--- src/hw/wdpd_pkg.sv ---
package wdpd_pkg;
	// ----------------------------------------
	// Register map (APB byte addresses)
	// ----------------------------------------
	localparam logic [7:0] ADDR_WDOG_CTRL = 8'h00;
	localparam logic [7:0] ADDR_RST_FLAGS = 8'h04;
	localparam logic [7:0] ADDR_SYS_CLK_CTRL = 8'h08;
	localparam logic [7:0] ADDR_PA_WAKE_EN = 8'h0c;
	localparam logic [7:0] ADDR_STATUS = 8'h10;
	localparam logic [7:0] ADDR_CMD = 8'h14;
	// ----------------------------------------
	// Field layout and reset values
	// ----------------------------------------
	localparam logic [7:0] WDOG_CTRL_RST = 8'h53;
	localparam logic [4:0] KEY_ENABLE = 5'h0a;
	localparam logic [4:0] KEY_DISABLE = 5'h15;
	localparam int KEY_LSB = 3;
	localparam int CMD_HALT_BIT = 0;
	localparam int CMD_CLRWDT_BIT = 1;
	localparam int STAT_PDF_BIT = 0;
	localparam int STAT_TO_BIT = 1;
	localparam int SCC_FAST_BIT = 1;
	localparam int SCC_SLOW_BIT = 0;
	// Soft-reset delay in slow RC clock cycles
	localparam int SRESET_CYCLES = 16;
	localparam int CNT_W = 18;

	typedef enum logic [1:0] {
		WDPD_RUN = 2'b00,
		WDPD_HALTED = 2'b01,
		WDPD_KEYWAIT = 2'b10
	} wdpd_mode_t;

	typedef struct packed {
		logic psel;
		logic penable;
		logic pwrite;
		logic [7:0] paddr;
		logic [31:0] pwdata;
	} wdpd_apb_req_t;

	typedef struct packed {
		wdpd_mode_t mode;
		logic [7:0] watchdog_control;
		logic [1:0] system_clock_ctrl;
		logic [7:0] pa_wake_en;
		logic [7:0] pa_prev;
		logic power_down_flag;
		logic to;
		logic key_fault;
		logic [CNT_W-1:0] cnt;
		logic [7:0] sreset_cnt;
		logic irq_prev;
		logic lirc_prev;
		logic [31:0] prdata;
		logic fast_on;
		logic sub_on;
		logic cpu_stop;
		logic rst_pulse;
		logic pcsp_rst;
		logic irq_service;
		logic resume;
	} wdpd_state_t;
endpackage

--- src/hw/wdpd_top.sv ---
`timescale 1ns/1ps
// Contract
// - Halt with both keep bits: both clocks on
// - Halt fast-only keep: fast on, sub off
// - Halt leaves memory, registers, ports unchanged
// - Halt sets power-down, clears time-out flag
// - Halt clears counter; counts only if enabled
// - Wake on port edge, interrupt, overflow
// - Power-down flag cleared by power-up or clear
// - Overflow wake: time-out set, PC/SP reset
// - Per-pin port A wake enable, resume after
// - Disabled or stack-full interrupt: resume, pending
// - Enabled interrupt, stack free: normal response
// - Interrupt pending before halt cannot wake
// - Divider 2^8..2^18 chosen by period field
// - Key enables, disables, else delayed reset
// - Invalid key sets key-fault flag
// - Key-fault flag cleared only by software
// - Overflow when running resets, sets time-out
// - Power-on key enabled, period field 011
// - Reset-flag upper nibble reads zero
// - Invalid key write, clear, halt clear counter
module wdpd_top #(
	parameter int SRESET_CYCLES = wdpd_pkg::SRESET_CYCLES
) (
	// Clock and reset
	input wire logic i_clk,
	input wire logic i_rst,
	// APB slave
	input wire logic i_psel,
	input wire logic i_penable,
	input wire logic i_pwrite,
	input wire logic [7:0] i_paddr,
	input wire logic [31:0] i_pwdata,
	output logic [31:0] o_prdata,
	output logic o_pready,
	output logic o_pslverr,
	// Core events
	input wire logic i_lirc_clk,
	input wire logic [7:0] i_port_a,
	input wire logic i_irq_req,
	input wire logic i_irq_enabled,
	input wire logic i_stack_full,
	// Power and reset outputs
	output logic o_fast_osc_on,
	output logic o_sub_clk_on,
	output logic o_cpu_stop,
	output logic o_device_reset,
	output logic o_pc_sp_reset,
	output logic o_irq_service,
	output logic o_resume_after_halt
);
	// ----------------------------------------
	// State
	// ----------------------------------------
	// Three modes: running, halted (one of the idle or sleep variants as
	// chosen by the keep bits) and waiting out the soft-reset delay after a
	// bad key. Everything that must survive a halt lives in one struct, so a
	// halt touches only the fields named in the halt branch and nothing else.
	// Port levels, interrupt level and slow clock level are remembered one
	// cycle back to find edges.
	wdpd_pkg::wdpd_state_t state_ff;
	wdpd_pkg::wdpd_state_t nxt_state;
	wdpd_pkg::wdpd_apb_req_t req;
	logic wr;
	logic rd;
	logic mapped;
	logic halt_cmd;
	logic clr_cmd;
	logic lirc_rise;
	logic wd_enabled;
	logic overflow;
	logic [4:0] key;
	logic key_bad;
	logic [7:0] pa_fall;
	logic irq_new;
	localparam int CNT_W_L = wdpd_pkg::CNT_W;
	localparam int PINS = 8;
	logic [CNT_W_L-1:0] limit;
	logic [CNT_W_L-1:0] cnt_top;
	logic [4:0] wr_key;
	logic wr_key_bad;
	logic wake_port;
	logic wake_ovf;
	logic wake_irq;
	logic wake_any;
	logic irq_direct;
	logic [7:0] sreset_next;
	logic fault_due;

	// ----------------------------------------
	// Bus decode
	// ----------------------------------------
	assign req = '{psel: i_psel, penable: i_penable, pwrite: i_pwrite,
		paddr: i_paddr, pwdata: i_pwdata};
	assign wr = req.psel && req.penable && req.pwrite;
	assign rd = req.psel && req.penable && !req.pwrite;
	assign mapped = (req.paddr == wdpd_pkg::ADDR_WDOG_CTRL) || (req.paddr == wdpd_pkg::ADDR_RST_FLAGS)
		|| (req.paddr == wdpd_pkg::ADDR_SYS_CLK_CTRL) || (req.paddr == wdpd_pkg::ADDR_PA_WAKE_EN)
		|| (req.paddr == wdpd_pkg::ADDR_STATUS) || (req.paddr == wdpd_pkg::ADDR_CMD);
	assign halt_cmd = wr && req.paddr == wdpd_pkg::ADDR_CMD && req.pwdata[wdpd_pkg::CMD_HALT_BIT];
	assign clr_cmd = wr && req.paddr == wdpd_pkg::ADDR_CMD && req.pwdata[wdpd_pkg::CMD_CLRWDT_BIT];
	assign key = state_ff.watchdog_control[7:wdpd_pkg::KEY_LSB];
	assign key_bad = (key != wdpd_pkg::KEY_ENABLE) && (key != wdpd_pkg::KEY_DISABLE);
	assign wd_enabled = (key == wdpd_pkg::KEY_ENABLE);

	// ----------------------------------------
	// Key write check
	// ----------------------------------------
	// A written key outside both codes restarts the count at once
	assign wr_key = req.pwdata[7:wdpd_pkg::KEY_LSB];
	assign wr_key_bad = (wr_key != wdpd_pkg::KEY_ENABLE) && (wr_key != wdpd_pkg::KEY_DISABLE);

	// ----------------------------------------
	// Event edges
	// ----------------------------------------
	// Slow clock is oversampled; its edge steps the counter
	assign lirc_rise = i_lirc_clk && !state_ff.lirc_prev;
	// Only a fresh request edge wakes; one already high at halt is ignored
	assign irq_new = i_irq_req && !state_ff.irq_prev;

	// ----------------------------------------
	// Port A wake edges
	// ----------------------------------------
	// Each pin has its own enable; a disabled pin may toggle freely
	// without disturbing a halted core.
	for (genvar g = 0; g < PINS; g++)
	begin : pin_g
		assign pa_fall[g] = state_ff.pa_prev[g] && !i_port_a[g] && state_ff.pa_wake_en[g];
	end

	// ----------------------------------------
	// Wake sources
	// ----------------------------------------
	// Overflow outranks the other sources: it must reset PC and stack
	// even when a pin edge or interrupt lands in the same cycle.
	// A serviced interrupt needs it enabled and a free stack level.
	assign wake_port = |pa_fall;
	assign wake_ovf = overflow;
	assign wake_irq = irq_new;
	assign wake_any = wake_ovf || wake_port || wake_irq;
	assign irq_direct = wake_irq && i_irq_enabled && !i_stack_full;

	// ----------------------------------------
	// Soft-reset delay
	// ----------------------------------------
	// Counted in slow clock rises so the delay tracks the RC clock,
	// not the bus clock.
	assign sreset_next = state_ff.sreset_cnt + 8'h01;
	assign fault_due = lirc_rise && (32'(sreset_next) >= SRESET_CYCLES);

	// ----------------------------------------
	// Period select
	// ----------------------------------------
	always_comb
	begin
		unique case (state_ff.watchdog_control[2:0])
			3'h0: limit = CNT_W_L'(1) << 8;
			3'h1: limit = CNT_W_L'(1) << 10;
			3'h2: limit = CNT_W_L'(1) << 12;
			3'h3: limit = CNT_W_L'(1) << 14;
			3'h4: limit = CNT_W_L'(1) << 15;
			3'h5: limit = CNT_W_L'(1) << 16;
			3'h6: limit = CNT_W_L'(1) << 17;
			3'h7: limit = '0;
		endcase
	end
	// 2^18 wraps the 18-bit counter to zero, so limit 0 means full range
	// The last count before the ratio is the overflow point; a disabled
	// watchdog never overflows even if the counter holds that value.
	assign cnt_top = limit - CNT_W_L'(1);
	assign overflow = wd_enabled && lirc_rise && (state_ff.cnt == cnt_top);

	// ----------------------------------------
	// Next state
	// ----------------------------------------
	always_comb
	begin
		nxt_state = state_ff;
		nxt_state.lirc_prev = i_lirc_clk;
		nxt_state.pa_prev = i_port_a;
		nxt_state.irq_prev = i_irq_req;
		nxt_state.rst_pulse = 1'b0;
		nxt_state.pcsp_rst = 1'b0;
		nxt_state.irq_service = 1'b0;
		nxt_state.resume = 1'b0;
		nxt_state.prdata = '0;

		// --------------------------------
		// Bus reads
		// --------------------------------
		if (rd)
		begin
			unique case (req.paddr)
				wdpd_pkg::ADDR_WDOG_CTRL: nxt_state.prdata = {24'h0, state_ff.watchdog_control};
				wdpd_pkg::ADDR_RST_FLAGS: nxt_state.prdata = {28'h0, 3'h0, state_ff.key_fault};
				wdpd_pkg::ADDR_SYS_CLK_CTRL: nxt_state.prdata = {30'h0, state_ff.system_clock_ctrl};
				wdpd_pkg::ADDR_PA_WAKE_EN: nxt_state.prdata = {24'h0, state_ff.pa_wake_en};
				wdpd_pkg::ADDR_STATUS: nxt_state.prdata = {30'h0, state_ff.to, state_ff.power_down_flag};
				default: nxt_state.prdata = '0;
			endcase
		end
		// Counter steps on slow clock while enabled
		if (wd_enabled && lirc_rise)
			nxt_state.cnt = state_ff.cnt + CNT_W_L'(1);

		// --------------------------------
		// Register writes
		// --------------------------------
		if (wr)
		begin
			unique case (req.paddr)
				wdpd_pkg::ADDR_WDOG_CTRL:
				begin
					nxt_state.watchdog_control = req.pwdata[7:0];
					if (wr_key_bad)
						nxt_state.cnt = '0;
				end
				wdpd_pkg::ADDR_SYS_CLK_CTRL: nxt_state.system_clock_ctrl = req.pwdata[1:0];
				wdpd_pkg::ADDR_PA_WAKE_EN: nxt_state.pa_wake_en = req.pwdata[7:0];
				// Writing zero clears the fault flag; ones are ignored
				wdpd_pkg::ADDR_RST_FLAGS:
					if (!req.pwdata[0])
						nxt_state.key_fault = 1'b0;
				default: ;
			endcase
		end
		if (clr_cmd && state_ff.mode == wdpd_pkg::WDPD_RUN)
		begin
			nxt_state.cnt = '0;
			nxt_state.power_down_flag = 1'b0;
		end

		// --------------------------------
		// Mode sequencing
		// --------------------------------
		// Sets below come after the writes above, so a flag set by
		// hardware wins over a software clear in the same cycle.
		unique case (state_ff.mode)
			wdpd_pkg::WDPD_RUN:
			begin
				if (key_bad)
				begin
					nxt_state.key_fault = 1'b1;
					nxt_state.sreset_cnt = '0;
					nxt_state.mode = wdpd_pkg::WDPD_KEYWAIT;
				end
				else if (overflow)
				begin
					nxt_state.rst_pulse = 1'b1;
					nxt_state.to = 1'b1;
					nxt_state.cnt = '0;
				end
				else if (halt_cmd)
				begin
					// Power controls, flags and counter change; memory and ports are left alone
					nxt_state.mode = wdpd_pkg::WDPD_HALTED;
					nxt_state.cpu_stop = 1'b1;
					nxt_state.fast_on = state_ff.system_clock_ctrl[wdpd_pkg::SCC_FAST_BIT];
					nxt_state.sub_on = state_ff.system_clock_ctrl[wdpd_pkg::SCC_SLOW_BIT];
					nxt_state.power_down_flag = 1'b1;
					nxt_state.to = 1'b0;
					nxt_state.cnt = '0;
				end
			end
			wdpd_pkg::WDPD_HALTED:
			begin
				if (key_bad)
				begin
					nxt_state.key_fault = 1'b1;
					nxt_state.sreset_cnt = '0;
					nxt_state.mode = wdpd_pkg::WDPD_KEYWAIT;
				end
				else if (wake_any)
				begin
					// Every wake brings both clocks back in the same cycle the core runs again
					nxt_state.mode = wdpd_pkg::WDPD_RUN;
					nxt_state.cpu_stop = 1'b0;
					nxt_state.fast_on = 1'b1;
					nxt_state.sub_on = 1'b1;
					if (wake_ovf)
					begin
						nxt_state.to = 1'b1;
						nxt_state.pcsp_rst = 1'b1;
						nxt_state.cnt = '0;
					end
					else if (irq_direct)
						nxt_state.irq_service = 1'b1;
					else
						nxt_state.resume = 1'b1;
				end
			end
			wdpd_pkg::WDPD_KEYWAIT:
			begin
				// Halt and clear commands are ignored here; only the delay runs
				if (lirc_rise)
					nxt_state.sreset_cnt = sreset_next;
				if (fault_due)
				begin
					// Key fault is a full reset: control goes back to power-on values
					nxt_state.rst_pulse = 1'b1;
					nxt_state.watchdog_control = wdpd_pkg::WDOG_CTRL_RST;
					nxt_state.cnt = '0;
					nxt_state.mode = wdpd_pkg::WDPD_RUN;
					nxt_state.cpu_stop = 1'b0;
					nxt_state.fast_on = 1'b1;
					nxt_state.sub_on = 1'b1;
				end
			end
			default: nxt_state.mode = wdpd_pkg::WDPD_RUN;
		endcase
	end

	// ----------------------------------------
	// Registers
	// ----------------------------------------
	always_ff @(posedge i_clk)
	begin
		if (i_rst)
		begin
			// Power-on values: running, both clocks on, watchdog enabled
			state_ff.mode <= wdpd_pkg::WDPD_RUN;
			state_ff.watchdog_control <= wdpd_pkg::WDOG_CTRL_RST;
			state_ff.system_clock_ctrl <= 2'h0;
			state_ff.pa_wake_en <= 8'h00;
			// Pins idle high, so no false falling edge follows reset
			state_ff.pa_prev <= 8'hff;
			state_ff.power_down_flag <= 1'b0;
			state_ff.to <= 1'b0;
			state_ff.key_fault <= 1'b0;
			state_ff.cnt <= '0;
			state_ff.sreset_cnt <= 8'h00;
			state_ff.irq_prev <= 1'b0;
			state_ff.lirc_prev <= 1'b0;
			state_ff.prdata <= 32'h0;
			state_ff.fast_on <= 1'b1;
			state_ff.sub_on <= 1'b1;
			state_ff.cpu_stop <= 1'b0;
			state_ff.rst_pulse <= 1'b0;
			state_ff.pcsp_rst <= 1'b0;
			state_ff.irq_service <= 1'b0;
			state_ff.resume <= 1'b0;
		end
		else
			state_ff <= nxt_state;
	end

	// ----------------------------------------
	// Outputs
	// ----------------------------------------
	// Register bus: zero wait states, read data one cycle after access
	assign o_prdata = state_ff.prdata;
	assign o_pready = 1'b1;
	assign o_pslverr = req.psel && req.penable && !mapped;

	// Power control
	assign o_fast_osc_on = state_ff.fast_on;
	assign o_sub_clk_on = state_ff.sub_on;
	assign o_cpu_stop = state_ff.cpu_stop;

	// Wake and reset pulses, one cycle each
	assign o_device_reset = state_ff.rst_pulse;
	assign o_pc_sp_reset = state_ff.pcsp_rst;
	assign o_irq_service = state_ff.irq_service;
	assign o_resume_after_halt = state_ff.resume;
endmodule

--- config.mk ---
export PLATFORM = sky130hd
export DESIGN_NAME = wdpd_top
export DESIGN_NICKNAME = d
export VERILOG_FILES = /design/src/hw/wdpd_pkg.sv /design/src/hw/wdpd_top.sv
export SDC_FILE = /design/constraint.sdc
export NUM_CORES = 1
export LEC_CHECK = 0
export BUFFER_PORTS_ARGS = -buffer_cell sky130_fd_sc_hd__buf_2
export CAP_MARGIN = 5
export CORE_MARGIN = 2
export CORE_UTILIZATION = 49
export CTS_CLUSTER_DIAMETER = 40
export DETAILED_ROUTE_END_ITERATION = 10
export GPL_ROUTABILITY_DRIVEN = 0
export PLACE_DENSITY = 0.84
export REMOVE_ABC_BUFFERS = 1
export SETUP_SLACK_MARGIN = 0.2
export SLEW_MARGIN = 20
export SYNTH_ARGS = -nofsm -noshare
export SYNTH_HDL_FRONTEND = slang
export SYNTH_SLANG_ARGS = --single-unit
--- constraint.sdc ---
create_clock -name i_clk -period 2.6 [get_ports i_clk]
set_input_delay 0.26 -clock i_clk [delete_from_list [all_inputs] [get_ports i_clk]]
set_output_delay 0.26 -clock i_clk [all_outputs]
set_load 0.005 [all_outputs]
# Word level (Yosys, flattened, before mapping)
# Memory sizes are Yosys's and may differ from the RTL's. A register that Yosys moved wholly into a read port is not among the register bits.
# Index checks and enable logic that the tools add are counted.
[word_totals]
register_bits = 98
romBits = 56
output_inout_bits = 41
mem_count = 1
[op_classes]
addsub = 3
order_cmp = 1
n_eq_ne = 25
mux = 53
bitwise = 3
n_reduce_logical = 67
[mem_list]
columns = ["name", "depth", "word_bits", "rd", "rd_ports_with_merged_regs", "wr", "line", "text"]
rows = [
  ["(name not given)", 8, 7, 1, 1, 0, "wdpd_top.sv:157", "unique case (state_ff.watchdog_control[2:0])"],
]
[ops]
columns = ["op", "n"]
rows = [
  ["18-bit two-way mux", 12],
  ["26-bit one-hot mux with 3 select lines", 1],
  ["8-bit two-way mux", 5],
  ["8-bit one-hot mux with 5 select lines", 1],
  ["1-bit logical AND", 33],
  ["19-bit two-way mux", 1],
  ["18-bit by 1-bit adder with 18-bit output, second input constant", 1],
  ["18-bit equality test", 1],
  ["18-bit by 1-bit subtractor with 18-bit output, second input constant", 1],
  ["8-bit by 4-bit equality test with 1-bit output, second input constant", 2],
  ["8-bit by 5-bit equality test with 1-bit output, second input constant", 2],
  ["2-bit two-way mux", 8],
  ["2-bit inequality test, second input constant", 8],
  ["3-bit two-way mux", 5],
  ["1-bit zero test", 13],
  ["1-bit two-way mux", 13],
  ["3-bit inequality test, second input constant", 4],
  ["10-bit two-way mux", 1],
  ["5-bit by 4-bit inequality test with 1-bit output, second input constant", 2],
  ["5-bit inequality test, second input constant", 2],
  ["3-bit one-hot mux with 3 select lines", 1],
  ["8-bit by 1-bit adder with 8-bit output, second input constant", 1],
  ["8-bit by 3-bit equality test with 1-bit output, second input constant", 1],
  ["8-bit by 5-bit >= comparator with 1-bit output, second input constant", 1],
  ["21 further kinds", 32],
]

# Depth between registers and ports, before layout
# Gate-level depths: netlist of the first run.
[logic_depth]
word_depth = 12
depth_mapped = 10
mapped_depth_nobuf = 9

# Worst setup path before layout of the first run
# No wires, ideal clock.
[synth_timing]
path_kind = "reg-to-reg"
from = "reg state_ff[49] (netlist bit)"
to = "reg state_ff[57] (netlist bit)"
t_arrival_ps = 2374
path_slack_ps = 111
stages_incl_launch_ff = 10
path_buffers = 1
cell_sequence = "dfxtp_1 -> ha_1 -> nand4bb_1 -> nor4b_2 -> nand3_1 -> nor4_4 -> nor2_2 -> o41ai_4 -> buf_6 -> nor2_1"
[synth_between]
elab_chain_len = 10
elab_cells_between_ends = 18
[synth_rtl]
columns = ["item", "line", "text"]
rows = [
  ["start, declared", "wdpd_top.sv:62", "wdpd_pkg::wdpd_state_t state_ff;"],
  ["start signal, assigned", "wdpd_top.sv:345", "state_ff <= nxt_state;"],
  ["18-bit by 1-bit adder with 18-bit output", "wdpd_top.sv:205", "nxt_state.cnt = state_ff.cnt + CNT_W_L'(1);"],
  ["18-bit two-way mux", "wdpd_top.sv:204", "if (wd_enabled && lirc_rise)"],
  ["18-bit two-way mux", "wdpd_top.sv:216", "if (wr_key_bad)"],
  ["18-bit two-way mux", "wdpd_top.sv:212", "unique case (req.paddr)"],
  ["19-bit two-way mux", "wdpd_top.sv:210", "if (wr)"],
  ["18-bit two-way mux", "wdpd_top.sv:228", "if (clr_cmd && state_ff.mode == wdpd_pkg::WDPD_RUN)"],
  ["18-bit two-way mux, on equally long branches", "wdpd_top.sv:281, wdpd_top.sv:254", ""],
  ["18-bit two-way mux, on equally long branches", "wdpd_top.sv:274, wdpd_top.sv:248", ""],
  ["18-bit two-way mux, on equally long branches", "wdpd_top.sv:268, wdpd_top.sv:242", ""],
  ["26-bit one-hot mux with 3 select lines *", "wdpd_top.sv:239", "unique case (state_ff.mode)"],
]
# Mark *: on every way between the ends. The rest lies on a longest branch, timed or not.
# A chain may end at the register's enable or synchronous reset.

# Final worst setup path of the first run
[layout_timing]
from = "reg state_ff[62] (netlist bit)"
to = "reg state_ff[50] (netlist bit)"
[layout_between]
elab_chain_len = 7
elab_cells_between_ends = 10
[layout_rtl]
columns = ["item", "line", "text"]
rows = [
  ["18-bit equality test *", "wdpd_top.sv:172", "assign overflow = wd_enabled && lirc_rise && (state_ff.cnt == cnt_top);"],
  ["1-bit logical AND *", "wdpd_top.sv:172", ""],
  ["1-bit logical OR (2 in a row)", "wdpd_top.sv:141", "assign wake_any = wake_ovf || wake_port || wake_irq;"],
  ["18-bit two-way mux", "wdpd_top.sv:274", "else if (wake_any)"],
  ["18-bit two-way mux", "wdpd_top.sv:268", "if (key_bad)"],
  ["26-bit one-hot mux with 3 select lines *", "wdpd_top.sv:239", ""],
]
# Marked as above.

==> results.tsv, run 1 <==
stage	metric	value	unit
yosys	ys_types	59	
run_status	run_status	finished clean	
clock_network	cts_tree	built	
cells_and_area	antenna_cells	0	
sta	worst_slew_pin_slew	0.919	ns
critical_path	path_buf_inv	4	
cells_and_area	drive_above_1_share	0.241	
placed_design	placed_area	4420	um2
drt	vias	3572	
floorplanning	rows	33	
sta	maxSlewViolCount	0	
drt	drc	0	
clock_network	clk_pin_slew	0.09	ns
floorplanning	initial_core_util	0.504	
yosys	synth_ff_type	dfxtp_1	
drt	vias_per_cell	5.51	
clock_network	htree_levels	3	
pwr	p_sw	0.653	mW
sta	finalCriticalPeriod	2.41	ns
drt	drt_wl_total	9630	um
critical_path	crit_path_end_kind	flip-flop	
pwr	seq_power_share	0.501	
critical_path	arrival	2.66	ns
cells_and_area	final_cell_area	4880	um2
sta	fmax	415	MHz
clock_network	cts_buffer_depth	2	
pwr	p_per_area	524	nW/um2
placed_design	dp.cells	623	
critical_path	cpMaxStageDelayCell	or3b_2	
pwr	finalPower	2.56	mW
critical_path	max_stage_delay	0.46	ns
drt	wl_per_cell	14.9	um
yosys	synth_edf_count	0	
drt	drt-initial-drc-count	206	
global_route	grt_max_degree	30	
sta	slew_headroom	0.387	
global_route	gr-total-overflow	0	
global_route	grt_pass1_wl	15600	um
pwr	pwr-share-clk	0.384	
yosys	syn-cell-area	4120	um2
clock_network	cts_sinks	81	
yosys	syn_inst	475	
sta	layout_setup_ws	0.190	ns
critical_path	critical_path.cell_chain	or3b_2 > mux2i_1 > a31oi_1 > nor4_4 > buf_4 > nor2_2 > o41ai_4 > buf_4 > buf_6 > buf_12 > nor2_1	
drt	ant_nets	0	
yosys	yosysTopAreaCellShare	0.393	
placed_design	dp_hpwl	6760	um
floorplanning	die_h	95.7	um
sta	skew	0.0100	ns
clock_network	clk_latency	0.36	ns
yosys	async_flop_share	0	
pwr	ir_drop	333	uV
sta	period_share	0.927	
critical_path	path_delay_family	simple AND/OR/NAND/NOR gates	
pwr	pwr-share-comb	0.115	
floorplanning	die-area	9170	um2
pwr	switching_share	0.256	
clock_network	cts_made_buffers	9	
clock_network	cts_root_buf	clkbuf_8	
pwr	power.internal	1.90	mW
cells_and_area	fin_nets	604	
sta	setup_viol	0	
yosys	synth_top_area_cell	dfxtp_1	
sta	grt_setup_unrepaired	true	
worst_hold_path	hp-class	input pin to flip-flop	
global_route	antenna_found_initial	0	
yosys	syn_avg_cell_area	8.68	um2
critical_path	critical_path_class	flip-flop to flip-flop	
cells_and_area	finalNonFillerCells	648	
yosys	ys_seq_elements	81	
pwr	leakagePower	2.04	nW
floorplanning	core_area	8180	um2
flow_run	maxCapViolations	0	
yosys	synthTopCellsByArea	dfxtp_1 (39%), nor2_1 (7.4%), mux2i_1 (6.6%), buf_4 (6.0%), xnor2_1 (4.0%)	
placed_design	io_buffers	48	
placed_design	pre_cts_slack	-0.127	ns
sta	hold_viol_final	0	
critical_path	cp_data_required_time	2.85	ns
critical_path	cp_max_fo	9	
cells_and_area	fillers	700	
global_route	first_global_vias	3452	
critical_path	crit_top_cell	buf_4	
critical_path	start_kind	flip-flop	
floorplanning	die_w	95.7	um
cells_and_area	area_delta_synth_final	18.3	%
yosys	yosys_warnings	0	
drt	dr.pass1.iters	5	
global_route	grt.total_usage	0.216	
yosys	seq_area_frac_synth	0.393	
floorplanning	ios	98	
flip-flops by register name, indices dropped and copies added, names as in the netlist:
register and cells:
o_fast_osc_on 1, o_irq_service 1, key 5, o_resume_after_halt 1, limit 7, o_device_reset 1, o_pc_sp_reset 1, state_ff 54
o_cpu_stop 1, o_prdata 8, o_sub_clk_on 1
through the flow:
| step | setup TNS [ns] | hold slack [ns] | utilization |
|---|---|---|---|
| after floorplan | 0 | 0.329 | - |
| after global placement | 0 | 0.441 | 0.540 |
| after detailed placement | -0.341 | 0.459 | 0.540 |
| after CTS | 0 | 0.0774 | 0.582 |
| after global routing | 0 | 0.0705 | 0.597 |
| final | 0 | 0.0865 | 0.597 |
worst reg2reg max path, cell delays in order, from the launching register on:
cell and delay, ns:
dfxtp_2 0.39, or3b_2 0.46, mux2i_1 0.16, a31oi_1 0.18, nor4_4 0.23, buf_4 0.18, nor2_2 0.05, o41ai_4 0.19
buf_4 0.19, buf_6 0.11, buf_12 0.11, nor2_1 0.05
synthesized netlist by cell type, types with 10 or more instances:
library cell,n
clkbuf_1,10
nand3_1,18
xnor2_1,19
buf_4,33
nor2_1,81
nand4_1,10
inv_1,12
a21oi_1,19
dfxtp_1,81
nand2_1,27
mux2i_1,27
kinds of logic (layout without fill, tap and decap cells):
family	count (synthesis)	count (layout)	synth area share
flip-flops	81	81	0.393
adder cells (fa/ha/maj)	9	9	0.0273
AND/OR/NAND/NOR	214	214	0.274
other	2	25	0.00182
multiplexers	28	28	0.0683
AO/OA/AOI/OAI	58	58	0.0950
XOR/XNOR	27	27	0.0573
buffers and inverters	56	101	0.0828
cell usage in the layout (no fill, tap or decap), types with 3 or more instances in the layout:
cell type | netlist | layout
a21oi_1 | 19 | 19
a22oi_1 | 7 | 7
a31oi_1 | 4 | 4
and3_1 | 7 | 7
buf_2 | 0 | 48
buf_4 | 33 | 21
clkbuf_8 | 0 | 11
conb_1 | 2 | 25
dfxtp_1 | 81 | 72
dfxtp_2 | 0 | 8
ha_1 | 9 | 7
inv_1 | 12 | 10
mux2i_1 | 27 | 27
nand2_1 | 27 | 27
nand2b_1 | 4 | 4
nand3_1 | 18 | 17
nand3b_1 | 9 | 9
nand4_1 | 10 | 10
nor2_1 | 81 | 79
nor2b_1 | 6 | 5
nor3_1 | 8 | 8
nor3b_1 | 5 | 4
nor4b_1 | 5 | 3
o21ai_0 | 9 | 9
or2_2 | 8 | 8
or4_1 | 5 | 4
xnor2_1 | 19 | 17
xor2_1 | 8 | 8
power groups by stage:
stage | clock (mW) | combinational (mW) | sequential, mW
final | 0.982 | 0.294 | 1.28
after global routing | 1.06 | 0.322 | 1.28
after CTS | 0.983 | 0.278 | 1.28
after detailed placement | 0 | 0.239 | 1.31
after global placement | 0 | 0.232 | 1.31
after floorplan | 0 | 0.130 | 1.31
layer usage:
| layer | global-route usage | vias up | wire (um) |
|---|---|---|---|
| li1 | - | 1720 | - |
| met1 | 0.270 | 1691 | 4130 |
| met2 | 0.353 | 140 | 4710 |
| met3 | 0.0462 | 21 | 539 |
| met4 | 0.102 | 0 | 244 |
| met5 | 0 | - | 0 |
cell type report:
cell class	instances	area [um2]	share of cell area
sequential	81	1640	0.335
multi-input combinational	361	2370	0.487
timing repair buffer	73	477	0.0977
clock inverter	5	62.6	0.0128
tap	105	131	0.0269
clock buffer	11	151	0.0310
inverter	12	45.0	0.00924
path summary, 6_finish.rpt:
check	cells past startpoint	from	slack, ns	end
max reg2reg	11	state_ff[62]	0.19	state_ff[50]
min reg2reg	2	state_ff[69]	0.47	state_ff[69]
max	11	state_ff[62]	0.19	state_ff[50]
min	2	i_stack_full	0.09	o_irq_service
repair_timing:
item / CTS / global route
pin swaps: 5 / 12
gates cloned: 1 / 0
hold buffers: 0 / 0
endpoints found under the setup margin: 27 / 32
resized for setup: 15 / 22
setup buffers: 5 / 3
No activity file was read; power rests on OpenSTA's default activity.
==> run 2, diff against run 1 <==
--- a/config.mk
+++ b/config.mk
@@ -8,11 +8,12 @@
 export BUFFER_PORTS_ARGS = -buffer_cell sky130_fd_sc_hd__buf_2
 export CAP_MARGIN = 5
 export CORE_MARGIN = 2
-export CORE_UTILIZATION = 49
+export CORE_UTILIZATION = 54
 export CTS_CLUSTER_DIAMETER = 40
 export DETAILED_ROUTE_END_ITERATION = 10
 export GPL_ROUTABILITY_DRIVEN = 0
-export PLACE_DENSITY = 0.84
+export GPL_TIMING_DRIVEN = 0
+export PLACE_DENSITY = 0.87
 export REMOVE_ABC_BUFFERS = 1
 export SETUP_SLACK_MARGIN = 0.2
 export SLEW_MARGIN = 20
==> constraint.sdc (replaced) <==
create_clock -name i_clk -period 2.4 [get_ports i_clk]
set_input_delay 0.24 -clock i_clk [delete_from_list [all_inputs] [get_ports i_clk]]
set_output_delay 0.24 -clock i_clk [all_outputs]
set_load 0.005 [all_outputs]
==> results.tsv, run 2 (synthesis gave the netlist of run 1 again) <==
stage	metric	value	unit	change
sta	worst_slew_pin_slew	0.864	ns	-0.0546 ns
cells_and_area	mostFrequentLayoutCells	nor2_1 (79), dfxtp_1 (74), buf_2 (48)		
sta	fin_hold_ws	0.0528	ns	-0.0337 ns
cells_and_area	largest_reg_flops	54		unchanged
cells_and_area	antenna_cells	0		unchanged
floorplanning	die_w	91.4	um	-4.5%
sta	period_share	1.01		+0.0792
drt	vias_per_cell	5.64		+2.3%
floorplanning	die-area	8350	um2	-8.9%
critical_path	timing.rr.start	limit[8]		
critical_path	crit_path_end_kind	flip-flop		
run_status	failed_checks	setup timing		
pwr	ir_drop	503	uV	+51%
clock_network	clk_latency	0.36	ns	about the same
drt	drt_wl_total	9740	um	+1.1%
global_route	grt_pass1_wl	15700	um	+0.44%
global_route	grt.total_usage	0.227		+0.0113
drt	vias	3570		-0.056%
clock_network	htree_levels	3		unchanged
drt	ant_nets	0		unchanged
drt	drc	0		unchanged
run_status	run_status	finished with violations		
worst_hold_path	hold_depth	2		unchanged
worst_hold_path	hold_end	o_irq_service		
critical_path	cp_data_required_time	2.65	ns	-0.20 ns
worst_hold_path	hold_start	i_stack_full		
sta	hold_viol_final	0		unchanged
global_route	first_global_vias	3429		-0.67%
sta	grt_setup_unrepaired	true		
critical_path	crit_top_cell	buf_6		
global_route	grt_max_degree	48		+60%
pwr	p_per_area	545	nW/um2	+4.0%
placed_design	dp_hpwl	6240	um	-7.6%
flow_run	maxCapViolations	0		unchanged
sta	maxSlewViolCount	0		unchanged
critical_path	cp_max_fo	18		+9
clock_network	cts_sinks	81		unchanged
clock_network	clk_pin_slew	0.09	ns	about the same
sta	setup_viol	13		+13
global_route	gr-total-overflow	0		unchanged
critical_path	arrival	2.66	ns	about the same
floorplanning	initial_core_util	0.563		+0.0581
critical_path	timing.rr.end	state_ff[66]		
floorplanning	core_area	7330	um2	-10%
critical_path	r2r_cells	12		+1
cells_and_area	fin_nets	595		-1.5%
floorplanning	rows	31		-6.1%
sta	fmax	414	MHz	-0.20%
clock_network	cts_tree	built		
cells_and_area	area_delta_synth_final	18.1	%	
sta	layout_setup_ws	-0.0144	ns	-0.205 ns
floorplanning	die_h	91.4	um	-4.5%
cells_and_area	drive_above_1_share	0.255		+0.0134
placed_design	placed_area	4280	um2	-3.2%
clock_network	cts_root_buf	clkbuf_8		
cells_and_area	layout_commonest_cell	nor2_1		
placed_design	io_buffers	48		unchanged
global_route	antenna_found_initial	0		unchanged
critical_path	r2r_slack	-0.01	ns	-0.20 ns
floorplanning	ios	98		unchanged
drt	drt-initial-drc-count	251		+22%
critical_path	max_stage_delay	0.37	ns	-0.09 ns
cells_and_area	fin_util	0.665		+0.0680
critical_path	critical_path_class	flip-flop to flip-flop		
worst_hold_path	hp-class	input pin to flip-flop		
cells_and_area	final_cell_area	4870	um2	-0.10%
clock_network	cts_made_buffers	9		unchanged
sta	skew	0.0157	ns	+0.00571 ns
critical_path	start_kind	flip-flop		
critical_path	cpMaxStageDelayCell	dfxtp_4		
critical_path	critical_path.cell_chain	inv_2 > ha_4 > nor4b_4 > xnor2_2 > nand3_2 > nor4_4 > buf_6 > buf_6 > nor2_2 > o41ai_4 > buf_12 > nor2_1		
sta	finalCriticalPeriod	2.41	ns	+0.00479 ns
drt	dr.pass1.iters	5		unchanged
drt	wl_per_cell	15.4	um	+3.5%
cells_and_area	top_register	state_ff		
clock_network	cts_buffer_depth	2		unchanged
sta	slew_headroom	0.424		+0.0364
pwr	leakagePower	2.02	nW	-0.78%
run 2: through the flow:
step | TNS (ns) | power [mW] | setup slack [ns] | instances
after floorplan | -2.81 | 1.56 | -0.156 | 454
after global placement | -17.86 | 1.64 | -0.754 | 601
after detailed placement | -21.71 | 1.65 | -0.914 | 601
after CTS | 0 | 2.64 | 0.0281 | 628
after global routing | -2.59 | 2.75 | -0.146 | 633
final | -0.0861 | 2.66 | -0.0144 | 633
run 2: routing by layer:
layer	routed length (um)	up-vias	track usage
met2	5030	125	0.392
met3	502	17	0.0448
li1	-	1702	-
met1	4010	1726	0.275
met4	184	0	0.0909
met5	0	-	0
run 2: cell type report:
type | count | area (um2)
Clock buffer | 10 | 138
Clock inverter | 6 | 55.1
Fill cell | 545 | 2460
Inverter | 12 | 45.0
Multi-Input combinational cell | 361 | 2490
Sequential cell | 81 | 1640
Tap cell | 99 | 124
Timing Repair Buffer | 64 | 380
run 2: where the power goes:
part | internal, mW | switching, mW | leakage (nW)
logic | 0.123 | 0.168 | 1.26
clock network | 0.428 | 0.551 | 0.100
registers | 1.37 | 0.0163 | 0.661
run 2: worst max-delay path by stage:
stage / slack [ns] / startpoint / to
3_3_place_gp: -0.75 / state_ff[49] / state_ff[55]
6_report: -0.01 / limit[8] / state_ff[66]
4_1_cts: 0.03 / limit[8] / state_ff[56]
3_5_place_dp: -0.91 / state_ff[49] / state_ff[58]
2_1_floorplan: -0.16 / state_ff[49] / state_ff[49]
5_1_grt: -0.15 / limit[8] / state_ff[51]
run 2: worst max-delay path: cells and delay by family, from the launching register on:
family	cells	cell delay (ns)
AOI/OAI and AO/OA	1	0.26
buffers and inverters	4	0.55
and+or+nand+nor	5	0.78
DFF	1	0.37
adders and majority gates	1	0.16
xor gates and xnor gates	1	0.17
run 2: what timing repair did:
| action | in CTS | in global routing |
|---|---|---|
| endpoints found under the hold margin | 0 | 0 |
| gates resized for setup | 30 | 30 |
| hold buffers | 0 | 0 |
| pin swaps | 7 | 5 |
| buffers inserted | 11 | 5 |
| setup endpoints to repair | 42 | 41 |
